[src/gbcd_pkg.sv]
// Constants and types shared by the bus command decoder files
package gbcd_pkg;
  // ****************************************************************
  // Command codes, compared on the low seven data lines
  // ****************************************************************
  localparam logic [6:0] CMD_GTL = 7'h01;
  localparam logic [6:0] CMD_SDC = 7'h04;
  localparam logic [6:0] CMD_GET = 7'h08;
  localparam logic [6:0] CMD_LLO = 7'h11;
  localparam logic [6:0] CMD_DCL = 7'h14;
  localparam logic [6:0] CMD_SPE = 7'h18;
  localparam logic [6:0] CMD_SPD = 7'h19;
  localparam logic [6:0] CMD_UNL = 7'h3f;
  localparam logic [6:0] CMD_UNT = 7'h5f;

  // ****************************************************************
  // Command groups held in bits 6:5, address in bits 4:0
  // ****************************************************************
  localparam logic [1:0] GRP_CMD = 2'h0;
  localparam logic [1:0] GRP_LISTEN = 2'h1;
  localparam logic [1:0] GRP_TALK = 2'h2;
  localparam logic [1:0] GRP_SEC = 2'h3;
  localparam int GRP_LSB = 5;
  localparam int ADDR_W = 5;

  // ****************************************************************
  // Bit positions in the synchronised pin vector
  // ****************************************************************
  localparam int PIN_W = 15;
  localparam int PIN_ATN = 8;
  localparam int PIN_IFC = 9;
  localparam int PIN_REN = 10;
  localparam int PIN_EOI = 11;
  localparam int PIN_DAV = 12;
  localparam int PIN_NRFD = 13;
  localparam int PIN_NDAC = 14;

  // ****************************************************************
  // Status byte, timing and state types
  // ****************************************************************
  localparam int STB_RQS = 6;
  localparam int SETTLE_NS = 20;
  localparam int CLK_NS = 10;
  localparam logic [1:0] SETTLE_CYC = 2'((SETTLE_NS + CLK_NS - 1) / CLK_NS);

  typedef enum logic [0:0] {
    ACC_IDLE = 1'b0,
    ACC_HOLD = 1'b1
  } gbcd_acc_type;

  typedef enum logic [1:0] {
    SRC_IDLE = 2'b00,
    SRC_SETTLE = 2'b01,
    SRC_DAV = 2'b10
  } gbcd_src_type;
endpackage

[src/gbcd_byte_if.sv]
// Accepted byte handed from the acceptor to the command decoder
`timescale 1ns/1ps
`default_nettype none
interface gbcd_byte_if;
  logic [7:0] data;
  logic atn;
  logic eoi;
  logic strobe;
  modport src (output data, output atn, output eoi, output strobe);
  modport dst (input data, input atn, input eoi, input strobe);
endinterface
`default_nettype wire

[src/gbcd_acceptor.sv]
// Acceptor side of the three-wire byte handshake
`timescale 1ns/1ps
`default_nettype none
module gbcd_acceptor (
  input wire logic sys_clk_i,
  input wire logic srst_i,
  input wire logic en_i,
  input wire logic dav_i,
  input wire logic atn_i,
  input wire logic eoi_i,
  input wire logic [7:0] dio_i,
  output logic nrfd_oe_o,
  output logic ndac_oe_o,
  gbcd_byte_if.src rx
);
  gbcd_pkg::gbcd_acc_type state;

  // Ready with NDAC held; capture on DAV, release NDAC until DAV drops
  always_ff @(posedge sys_clk_i)
  begin
    if (srst_i)
    begin
      state <= gbcd_pkg::ACC_IDLE;
      nrfd_oe_o <= 1'b0;
      ndac_oe_o <= 1'b0;
      rx.data <= 8'h00;
      rx.atn <= 1'b0;
      rx.eoi <= 1'b0;
      rx.strobe <= 1'b0;
    end
    else
    begin
      rx.strobe <= 1'b0;
      case (state)
        gbcd_pkg::ACC_IDLE:
        begin
          nrfd_oe_o <= 1'b0;
          ndac_oe_o <= en_i;
          if (en_i && dav_i)
          begin
            rx.data <= dio_i;
            rx.atn <= atn_i;
            rx.eoi <= eoi_i;
            rx.strobe <= 1'b1;
            nrfd_oe_o <= 1'b1;
            ndac_oe_o <= 1'b0;
            state <= gbcd_pkg::ACC_HOLD;
          end
        end
        gbcd_pkg::ACC_HOLD:
        begin
          if (!dav_i)
          begin
            nrfd_oe_o <= 1'b0;
            ndac_oe_o <= en_i;
            state <= gbcd_pkg::ACC_IDLE;
          end
        end
        default: state <= gbcd_pkg::ACC_IDLE;
      endcase
    end
  end
endmodule // gbcd_acceptor
`default_nettype wire

[src/gbcd_decoder.sv]
// Device-side bus command decoder with talker and serial poll
`timescale 1ns/1ps
`default_nettype none
module gbcd_decoder (
  input wire logic sys_clk_i,
  input wire logic srst_i,
  input wire logic [7:0] dio_n_i,
  output logic [7:0] dio_n_o,
  output logic [7:0] dio_oe_o,
  input wire logic atn_n_i,
  input wire logic ifc_n_i,
  input wire logic ren_n_i,
  input wire logic eoi_n_i,
  output logic eoi_n_o,
  output logic eoi_oe_o,
  input wire logic dav_n_i,
  output logic dav_n_o,
  output logic dav_oe_o,
  input wire logic nrfd_n_i,
  output logic nrfd_n_o,
  output logic nrfd_oe_o,
  input wire logic ndac_n_i,
  output logic ndac_n_o,
  output logic ndac_oe_o,
  output logic srq_n_o,
  output logic srq_oe_o,
  input wire logic [4:0] primary_addr_i,
  input wire logic lock_on_ren_i,
  input wire logic srq_req_i,
  input wire logic [7:0] status_byte_i,
  input wire logic [7:0] tx_data_i,
  input wire logic tx_last_i,
  input wire logic tx_valid_i,
  output logic tx_ready_o,
  output logic [7:0] rx_data_o,
  output logic rx_end_o,
  output logic rx_valid_o,
  output logic listener_o,
  output logic talker_o,
  output logic remote_o,
  output logic panel_lock_o,
  output logic local_lock_o,
  output logic spoll_o,
  output logic dev_clear_o,
  output logic trigger_o,
  output logic ifc_o
);
  // ****************************************************************
  // Pin synchronisation and polarity
  // ****************************************************************
  logic [gbcd_pkg::PIN_W-1:0] pins;
  logic [7:0] dio_t;
  logic atn_t, ifc_t, ren_t, eoi_t, dav_t, nrfd_t, ndac_t;
  logic ren_q, srq_req_q, srq_pending, llo;
  logic [6:0] cmd;
  logic [1:0] grp;
  logic cmd_byte, data_byte, do_clear, serviced;
  logic [7:0] src_byte;
  logic src_is_stb;
  logic [1:0] settle;
  gbcd_pkg::gbcd_src_type src_state;
  gbcd_byte_if rx ();

  gbcd_sync #(
    .W(gbcd_pkg::PIN_W),
    .INIT({gbcd_pkg::PIN_W{1'b1}})
  ) u_sync (
    .sys_clk_i(sys_clk_i),
    .srst_i(srst_i),
    .d_i({ndac_n_i, nrfd_n_i, dav_n_i, eoi_n_i, ren_n_i, ifc_n_i, atn_n_i, dio_n_i}),
    .q_o(pins)
  );

  // Low level on a line means true
  assign dio_t = ~pins[7:0];
  assign atn_t = ~pins[gbcd_pkg::PIN_ATN];
  assign ifc_t = ~pins[gbcd_pkg::PIN_IFC];
  assign ren_t = ~pins[gbcd_pkg::PIN_REN];
  assign eoi_t = ~pins[gbcd_pkg::PIN_EOI];
  assign dav_t = ~pins[gbcd_pkg::PIN_DAV];
  assign nrfd_t = ~pins[gbcd_pkg::PIN_NRFD];
  assign ndac_t = ~pins[gbcd_pkg::PIN_NDAC];

  // Accept commands always, data only while listening
  gbcd_acceptor u_acc (
    .sys_clk_i(sys_clk_i),
    .srst_i(srst_i),
    .en_i(atn_t || listener_o),
    .dav_i(dav_t),
    .atn_i(atn_t),
    .eoi_i(eoi_t),
    .dio_i(dio_t),
    .nrfd_oe_o(nrfd_oe_o),
    .ndac_oe_o(ndac_oe_o),
    .rx(rx.src)
  );

  // ****************************************************************
  // Command classification
  // ****************************************************************
  // Own address match within a group
  function automatic logic addr_hit(input logic [6:0] c, input logic [1:0] g,
                                    input logic [4:0] a);
    addr_hit = (c[6:gbcd_pkg::GRP_LSB] == g) && (c[gbcd_pkg::ADDR_W-1:0] == a);
  endfunction

  assign cmd = rx.data[6:0];
  assign grp = cmd[6:gbcd_pkg::GRP_LSB];
  assign cmd_byte = rx.strobe && rx.atn;
  assign data_byte = rx.strobe && !rx.atn && listener_o;
  // Universal or addressed clear
  assign do_clear = cmd_byte && ((cmd == gbcd_pkg::CMD_DCL)
                    || (cmd == gbcd_pkg::CMD_SDC && listener_o));
  // Status byte with service request accepted by the controller
  assign serviced = (src_state == gbcd_pkg::SRC_DAV) && !ndac_t && src_is_stb
                    && src_byte[gbcd_pkg::STB_RQS];

  // ****************************************************************
  // Addressing
  // ****************************************************************
  // Listener and talker state, IFC first
  always_ff @(posedge sys_clk_i)
  begin
    if (srst_i || ifc_t)
    begin
      listener_o <= 1'b0;
      talker_o <= 1'b0;
    end
    else if (cmd_byte && grp == gbcd_pkg::GRP_LISTEN)
    begin
      if (cmd == gbcd_pkg::CMD_UNL)
        listener_o <= 1'b0;
      else if (addr_hit(cmd, gbcd_pkg::GRP_LISTEN, primary_addr_i))
        listener_o <= 1'b1;
    end
    else if (cmd_byte && grp == gbcd_pkg::GRP_TALK)
    begin
      // Untalk first, so address 31 can never alias it into a talk address
      if (cmd == gbcd_pkg::CMD_UNT)
        talker_o <= 1'b0;
      else if (addr_hit(cmd, gbcd_pkg::GRP_TALK, primary_addr_i))
        talker_o <= 1'b1;
      else
        talker_o <= 1'b0; // Other talk address
    end
  end

  // IFC level seen by the user
  always_ff @(posedge sys_clk_i)
  begin
    if (srst_i)
      ifc_o <= 1'b0;
    else
      ifc_o <= ifc_t;
  end

  // ****************************************************************
  // Remote, lockout, serial poll and requests
  // ****************************************************************
  // Remote follows REN edge, listen address and go to local
  always_ff @(posedge sys_clk_i)
  begin
    if (srst_i)
    begin
      ren_q <= 1'b0;
      remote_o <= 1'b0;
      llo <= 1'b0;
    end
    else
    begin
      ren_q <= ren_t;
      if (!ren_t)
      begin
        remote_o <= 1'b0;
        llo <= 1'b0;
      end
      else
      begin
        if (!ren_q)
          remote_o <= 1'b1;
        else if (cmd_byte && cmd == gbcd_pkg::CMD_GTL && listener_o)
          remote_o <= 1'b0;
        else if (cmd_byte && addr_hit(cmd, gbcd_pkg::GRP_LISTEN, primary_addr_i)
                 && cmd != gbcd_pkg::CMD_UNL)
          remote_o <= 1'b1;
        if (cmd_byte && cmd == gbcd_pkg::CMD_LLO)
          llo <= 1'b1;
      end
    end
  end

  // Panel lock by configuration or lockout, local key by lockout
  always_ff @(posedge sys_clk_i)
  begin
    if (srst_i)
    begin
      panel_lock_o <= 1'b0;
      local_lock_o <= 1'b0;
    end
    else
    begin
      panel_lock_o <= ren_t && (llo || (remote_o && lock_on_ren_i));
      local_lock_o <= ren_t && llo;
    end
  end

  // Serial poll mode, universal
  always_ff @(posedge sys_clk_i)
  begin
    if (srst_i || do_clear)
      spoll_o <= 1'b0;
    else if (cmd_byte && cmd == gbcd_pkg::CMD_SPE)
      spoll_o <= 1'b1;
    else if (cmd_byte && cmd == gbcd_pkg::CMD_SPD)
      spoll_o <= 1'b0;
  end

  // One-cycle clear and trigger requests; other codes fall through
  always_ff @(posedge sys_clk_i)
  begin
    if (srst_i)
    begin
      dev_clear_o <= 1'b0;
      trigger_o <= 1'b0;
    end
    else
    begin
      dev_clear_o <= do_clear;
      trigger_o <= cmd_byte && cmd == gbcd_pkg::CMD_GET && listener_o;
    end
  end

  // Received data with its end mark
  always_ff @(posedge sys_clk_i)
  begin
    if (srst_i)
    begin
      rx_data_o <= 8'h00;
      rx_end_o <= 1'b0;
      rx_valid_o <= 1'b0;
    end
    else
    begin
      rx_valid_o <= data_byte;
      if (data_byte)
      begin
        rx_data_o <= rx.data;
        rx_end_o <= rx.eoi;
      end
    end
  end

  // Service request held until polled or device clear; a new request wins
  always_ff @(posedge sys_clk_i)
  begin
    if (srst_i)
    begin
      srq_req_q <= 1'b0;
      srq_pending <= 1'b0;
      srq_oe_o <= 1'b0;
    end
    else
    begin
      srq_req_q <= srq_req_i;
      if (srq_req_i && !srq_req_q)
        srq_pending <= 1'b1;
      else if (serviced || do_clear)
        srq_pending <= 1'b0;
      srq_oe_o <= srq_pending;
    end
  end

  // ****************************************************************
  // Source handshake for talker data and status byte
  // ****************************************************************
  always_ff @(posedge sys_clk_i)
  begin
    if (srst_i || atn_t || ifc_t || do_clear)
    begin
      src_state <= gbcd_pkg::SRC_IDLE;
      src_byte <= 8'h00;
      src_is_stb <= 1'b0;
      settle <= 2'h0;
      dio_oe_o <= 8'h00;
      eoi_oe_o <= 1'b0;
      dav_oe_o <= 1'b0;
      tx_ready_o <= 1'b0;
    end
    else
    begin
      tx_ready_o <= 1'b0;
      case (src_state)
        gbcd_pkg::SRC_IDLE:
        begin
          if (talker_o && spoll_o)
          begin
            src_byte <= {status_byte_i[7], srq_pending, status_byte_i[5:0]};
            dio_oe_o <= {status_byte_i[7], srq_pending, status_byte_i[5:0]};
            src_is_stb <= 1'b1;
            settle <= gbcd_pkg::SETTLE_CYC;
            src_state <= gbcd_pkg::SRC_SETTLE;
          end
          else if (talker_o && tx_valid_i)
          begin
            src_byte <= tx_data_i;
            dio_oe_o <= tx_data_i;
            eoi_oe_o <= tx_last_i;
            src_is_stb <= 1'b0;
            tx_ready_o <= 1'b1;
            settle <= gbcd_pkg::SETTLE_CYC;
            src_state <= gbcd_pkg::SRC_SETTLE;
          end
        end
        gbcd_pkg::SRC_SETTLE:
        begin
          if (settle != 2'h0)
            settle <= settle - 2'h1;
          else if (!nrfd_t && ndac_t)
          begin
            dav_oe_o <= 1'b1;
            src_state <= gbcd_pkg::SRC_DAV;
          end
        end
        gbcd_pkg::SRC_DAV:
        begin
          if (!ndac_t)
          begin
            dav_oe_o <= 1'b0;
            dio_oe_o <= 8'h00;
            eoi_oe_o <= 1'b0;
            src_state <= gbcd_pkg::SRC_IDLE;
          end
        end
        default: src_state <= gbcd_pkg::SRC_IDLE;
      endcase
    end
  end

  // Open-collector lines only ever pull low
  always_ff @(posedge sys_clk_i)
  begin
    dio_n_o <= 8'h00;
    eoi_n_o <= 1'b0;
    dav_n_o <= 1'b0;
    nrfd_n_o <= 1'b0;
    ndac_n_o <= 1'b0;
    srq_n_o <= 1'b0;
  end
endmodule // gbcd_decoder
`default_nettype wire

[src/gbcd_sync.sv]
// Two-stage synchroniser for the bus pins
`timescale 1ns/1ps
`default_nettype none
module gbcd_sync #(
  parameter int W = 1,
  parameter logic [W-1:0] INIT = '0
) (
  input wire logic sys_clk_i,
  input wire logic srst_i,
  input wire logic [W-1:0] d_i,
  output logic [W-1:0] q_o
);
  logic [W-1:0] meta;

  // First stage feeds only the second stage
  always_ff @(posedge sys_clk_i)
  begin
    if (srst_i)
    begin
      meta <= INIT;
      q_o <= INIT;
    end
    else
    begin
      meta <= d_i;
      q_o <= meta;
    end
  end
endmodule // gbcd_sync
`default_nettype wire

[config.mk]
export PLATFORM = sky130hd
export DESIGN_NAME = gbcd_decoder
export DESIGN_NICKNAME = d
export VERILOG_FILES = /design/src/gbcd_pkg.sv /design/src/gbcd_byte_if.sv /design/src/gbcd_acceptor.sv /design/src/gbcd_decoder.sv /design/src/gbcd_sync.sv
export SDC_FILE = /design/constraint.sdc
export NUM_CORES = 1
export LEC_CHECK = 0
export ABC_AREA = 0
export CAP_MARGIN = 20
export CELL_PAD_IN_SITES_DETAIL_PLACEMENT = 1
export CELL_PAD_IN_SITES_GLOBAL_PLACEMENT = 1
export CORE_AREA = 2 2 83 85
export CTS_CLUSTER_SIZE = 30
export DETAILED_ROUTE_END_ITERATION = 6
export DIE_AREA = 0 0 85 87
export DONT_BUFFER_PORTS = 1
export GPL_ROUTABILITY_DRIVEN = 0
export HOLD_SLACK_MARGIN = 0.12
export PLACE_DENSITY_LB_ADDON = 0.08
export SYNTH_ARGS = -nofsm -noshare
export SYNTH_HDL_FRONTEND = slang
export SYNTH_SLANG_ARGS = --single-unit
[constraint.sdc]
create_clock -name sys_clk_i -period 3 [get_ports sys_clk_i]
set_input_delay 0.15 -clock sys_clk_i [delete_from_list [all_inputs] [get_ports sys_clk_i]]
set_output_delay 0.15 -clock sys_clk_i [all_outputs]
set_load 0.1 [all_outputs]
After elaboration in Yosys (flattened, before gate mapping)
Index checks and enable logic that the tools add are counted.
{"block": "op_classes", "n_addsub": 1, "n_eq_ne": 24, "n_mux": 43, "bitwise_logic": 10, "n_reduce_logical": 61}
{"operator": "logical AND 1 bit", "count": 29}
{"operator": "equality test 7 x 5 -> 1 bit, second input constant", "count": 4}
{"operator": "2-to-1 mux 1 bit", "count": 24}
{"operator": "2-to-1 mux 8 bit", "count": 3}
{"operator": "2-to-1 mux 2 bit", "count": 8}
{"operator": "one-hot mux 8 bit (2 select lines)", "count": 1}
{"operator": "nonzero test 2 bit", "count": 8}
{"operator": "inequality test 2 bit, second input constant", "count": 6}
{"operator": "AND reduction 4 bit", "count": 3}
{"operator": "one-hot mux 1 bit (2 select lines)", "count": 5}
{"operator": "logical OR 1 bit", "count": 9}
{"operator": "inverter 1 bit", "count": 9}
{"operator": "inverter 8 bit", "count": 1}
{"operator": "AND reduction 2 bit", "count": 4}
{"operator": "equality test 7 x 1 -> 1 bit, second input constant", "count": 1}
{"operator": "equality test 7 x 3 -> 1 bit, second input constant", "count": 1}
{"operator": "equality test 7 x 4 -> 1 bit, second input constant", "count": 1}
{"operator": "equality test 7 x 6 -> 1 bit, second input constant", "count": 1}
{"operator": "equality test 7 bit, second input constant", "count": 1}
{"operator": "inequality test 7 x 6 -> 1 bit, second input constant", "count": 1}
{"operator": "one-hot mux 2 bit (3 select lines)", "count": 1}
{"operator": "AND reduction 3 bit", "count": 2}
{"operator": "equality test 5 bit", "count": 1}
{"operator": "equality test 2 x 1 -> 1 bit, second input constant", "count": 2}
{"operator": "10 further kinds", "count": 13}
{"block": "totals", "regBits": 91, "output_inout_bits": 46}

Depth between registers and ports, before layout
{"block": "depth", "word_depth": 7, "mapped_depth": 6, "mapped_depth_nobuf": 6}

Modules after synthesis
Synthesis repeated with hierarchy kept, for this count alone.
{"block": "hier_totals", "hier_cells": 337, "area_unflattened_um2": 3310.7}
{"mod": "gbcd_decoder", "instances": 1, "cells_each": 216, "area_each_um2": 1925.6}
{"mod": "gbcd_sync", "instances": 1, "cells_each": 63, "area_each_um2": 803.3}
{"mod": "gbcd_acceptor", "instances": 1, "cells_each": 58, "area_each_um2": 581.8}

Worst setup path before layout
OpenSTA, ideal clock, no wires.
{"block": "synth_path", "path_type": "reg-to-reg", "startpoint": "register spoll_o", "endpoint": "register dio_oe_o[1]", "setup_ns": 0.070, "arrival_ns": 2.076, "required_ns": 2.930, "path_slack_ns": 0.854, "stages_incl_launch_ff": 5, "synth_period_minus_slack_ns": 2.146, "path_cell_list": "dfxtp_1 > nand2_1 > mux2i_1 > or3_1 > a21oi_1"}
{"block": "synth_via", "elab_chain_len": 3}
{"element": "from (decl)", "line": "gbcd_decoder.sv:43", "rtl": "output logic spoll_o,"}
{"element": "from (signal assigned)", "line": "gbcd_decoder.sv:211", "rtl": "spoll_o <= 1'b0;"}
{"element": "from (signal assigned)", "line": "gbcd_decoder.sv:213", "rtl": "spoll_o <= 1'b1;"}
{"element": "from (signal assigned)", "line": "gbcd_decoder.sv:215", "rtl": "spoll_o <= 1'b0;"}
{"element": "logical AND 1 bit *", "line": "gbcd_decoder.sv:295", "rtl": "if (talker_o && spoll_o)"}
{"element": "inequality test 3 bit (no line) / 2-to-1 mux 8 bit (equally long branches)"}
{"element": "AND reduction 3 bit (no line) / one-hot mux 8 bit (2 select lines) (equally long branches)"}
{"element": "to (signal assigned)", "line": "gbcd_decoder.sv:298", "rtl": "dio_oe_o <= {status_byte_i[7], srq_pending, status_byte_i[5:0]};"}
{"element": "to (signal assigned)", "line": "gbcd_decoder.sv:306", "rtl": "dio_oe_o <= tx_data_i;"}
{"element": "to (decl)", "line": "gbcd_decoder.sv:9", "rtl": "output logic [7:0] dio_oe_o,"}
Mark *: on every way between the ends. The rest lies on a longest branch, timed or not.
A chain may end at the register's enable or synchronous reset.

Final worst setup path
{"block": "layout_path", "startpoint": "register spoll_o", "endpoint": "register dio_oe_o[5]"}
Same word-level chain as after synthesis.

==> flow_summary.toml <==
[clock_network]
post_cts.resized_instances = 0
post_cts_buffers = 0
cts-buffers-inserted = 9
cts_tree = "built"
source_to_sink_clock_delay_at_the_later_pin_of_the_worst_skew_pair_ns = 0.35
cts_hold_buffers = 30
clk_path_buf_depth = 2
cts.sinks = 85
clk_transition_reported_paths_ns = 0.09
htree_num_levels = 3
clockRootBuffer = "clkbuf_8"

[grt]
first_global_vias = 2205
antenna_found_initial = 0
globalRouteOverflowTotal = 0
grtUsageTotal = 0.188
first_pass_grt_wire_length_mm = 10.9
grt_start_max_net_pins = 65

[critical_path]
crit_path_start_kind = "flip-flop"
critical_path_buf_inv_count = 2
cp_cell_sequence = "buf_4 -> nand2_1 -> mux2i_1 -> dlygate4sd3_1 -> or3_1 -> a21oi_1"
crit_path_end_kind = "flip-flop"
worst_path_max_delay_cell = "dlygate4sd3_1"
cpPeakStageDelay_ns = 0.56
cp_data_required_time_ns = 3.29
reg2reg_depth = 6
crit_fanout = 8
path_depth = 6
timing.critical_path.arrival_ns = 2.57
worst_path_dominant_cell_family = "buffers and inverters"
critPathKind = "reg -> reg"

[detailed_routing]
vias_per_cell = 5.14
remaining_drc_errors = 0
route.met2.wl_mm = 3.04
detailedRoute.firstIterationViolations = 66
drtPass1Iterations = 4
detail_route.wl_per_cell_um = 14.9
met1_length_mm = 3.11
highest-signal-layer = "met4"
drt.antenna.violating_nets = 0
via_count = 2274
routed_wirelength_mm = 6.59
met3WireLength_um = 358

[synthesis]
synth_seq_area_share = 0.541
synthesis.yosys.warnings = 0
synthesized_area_per_cell_um2 = 9.93
synth_cell_type_count = 44
yosys_register_bits = 85
leading_post_synthesis_cells_by_cell_area = "dfxtp_1 (54%), or2_2 (6.2%), mux2i_1 (4.1%)"
synth_enable_flop_cells = 0
yosysTopAreaCellShare = 0.541
post_synthesis_cell_count = 317
synth_async_sr_flop_share = 0
synth_area_leader_cell = "dfxtp_1"
dominant_synthesized_flop_cell = "dfxtp_1"
syn-cell-area_um2 = 3150

[placement]
port_buffers = 0
dp_hpwl_mm = 4.19
place_area_um2 = 3240
placed_cells = 396

[timing]
period_share = 0.762
rsz0062_at_grt = "no"
timing.fmax_ghz = 0.438
timing.max_slew.rel_slack = 0.342
tns_ns = 0
timing_worst_slew_pin_value_ns = 0.986
period_needed_ns = 2.28
finalHoldViolations = 0
clock-skew-final_ns = 0.00252
finalSetupViolCount = 0
report.final.slew_viol_count = 0

[floorplan]
fp.dieH_um = 87
core_area_um2 = 6570
dieWidth_um = 85
rows = 30
i_o_pins = 88
floorplan.die_area_um2 = 7400
initial_utilization = 0.479

[min_path]
min_delay_path_depth = 3
holdCritPathClass = "in -> reg"

[final_layout]
numnets_final = 400
final_design_area_no_fill_um2 = 3770
antenna-diode-count = 0
final_cell_mix = "dfxtp_1 (85), or2_2 (31), nor2_1 (29), dlygate4sd3_1 (29), nand2_1 (21)"
fillerInstances = 710
layout-drive-gt1-share = 0.204
area_growth_syn_to_layout_pct = 19.9
final_cell_count_no_fill = 442
layout_commonest_cell = "dfxtp_1"

[power_and_ir_drop]
fin_total_pwr_mw = 2.26
power.density_cell_area_nw_per_um2 = 599
vdd_ir_drop_max_uv = 340
leakage_nw = 1.48

[run_status]
status = "finished, final reports clean"

[flow_run]
drv_cap = 0
path summary, 6_finish.rpt:
| check | from | endpoint | slack, ns |
|---|---|---|---|
| worst max-delay path | spoll_o$_SDFFE_PP0P_ | dio_oe_o[5]$_SDFFE_PP0P_ | 0.72 |
| worst min-delay path | tx_data_i[7] | dio_oe_o[7]$_SDFFE_PP0P_ | 0.13 |
| worst max register to register | spoll_o$_SDFFE_PP0P_ | dio_oe_o[5]$_SDFFE_PP0P_ | 0.72 |
| worst min register to register | u_sync.meta[2]$_SDFF_PP1_ | u_sync.q_o[2]$_SDFF_PP1_ | 0.41 |
synth_stat cells (2+ instances only):
master / count
and3_1: 4
o21ai_0: 2
a21oi_1: 15
or3_1: 6
clkbuf_1: 9
nor2b_1: 7
nand3_1: 2
mux2i_1: 13
and2_1: 4
nor3_1: 11
or2_2: 31
or3_4: 2
xnor2_1: 5
buf_4: 13
nand4_1: 3
nand3b_1: 2
nor2_1: 29
buf_2: 3
a211oi_1: 12
o41ai_1: 2
nand2_1: 21
a31oi_1: 4
inv_1: 8
mux2_2: 4
nand4b_1: 2
dfxtp_1: 85
report_power, final:
part	switching, mW	internal [mW]	total [mW]
registers	0.0241	1.15	1.18
logic	0.112	0.0542	0.166
clock network	0.435	0.481	0.916
total	0.572	1.69	2.26
through the flow:
stage                      util  setup slack [ns]  hold WS [ns]
after global routing      0.574             0.530         0.157
after CTS                 0.574             0.708         0.120
after detailed placement  0.493              1.24         0.232
after floorplan               -             0.854         0.254
after global placement    0.493              1.31         0.231
final                     0.574             0.715         0.135
registers in the layout, summed over array words and instances, names as in the netlist, 2 cells and up:
register	count
u_sync.meta	15
u_sync.q_o	15
u_acc.rx.data	8
rx_data_o	8
src_state	2
dio_oe_o	8
settle	2
routing by layer:
| layer | vias to the layer above | GRT usage |
|---|---|---|
| met2 | 64 | 0.294 |
| li1 | 1137 | - |
| met3 | 9 | 0.0616 |
| met5 | - | 0 |
| met4 | 0 | 0.0606 |
| met1 | 1064 | 0.247 |
cells by family (layout without fill, tap and decap cells):
group	count (synthesis)	count (layout)	share of synthesized area
compound gates	41	41	0.0871
xor+xnor	5	5	0.0139
fa+ha+maj	1	1	0.00398
buf+inv	35	68	0.0620
flops	85	85	0.541
mux	17	17	0.0557
other cells	1	13	0.00119
simple gates	132	132	0.235
worst reg2reg max path: cells and delay by family (launching register included):
| family | cells | cell delay, ns |
|---|---|---|
| mux | 1 | 0.20 |
| flops | 1 | 0.34 |
| simple gates | 2 | 0.66 |
| compound gates | 1 | 0.14 |
| buf+inv | 2 | 0.89 |
final cells by class:
type	instances	area, um2	share of cell area
Clock inverter	7	103	0.0272
Sequential cell	85	1700	0.451
Inverter	8	30.0	0.00796
Clock buffer	9	124	0.0328
Timing Repair Buffer	44	415	0.110
Tap cell	80	100	0.0265
Multi-Input combinational cell	209	1300	0.344
Note: power is estimated with default switching activity, not from simulation.
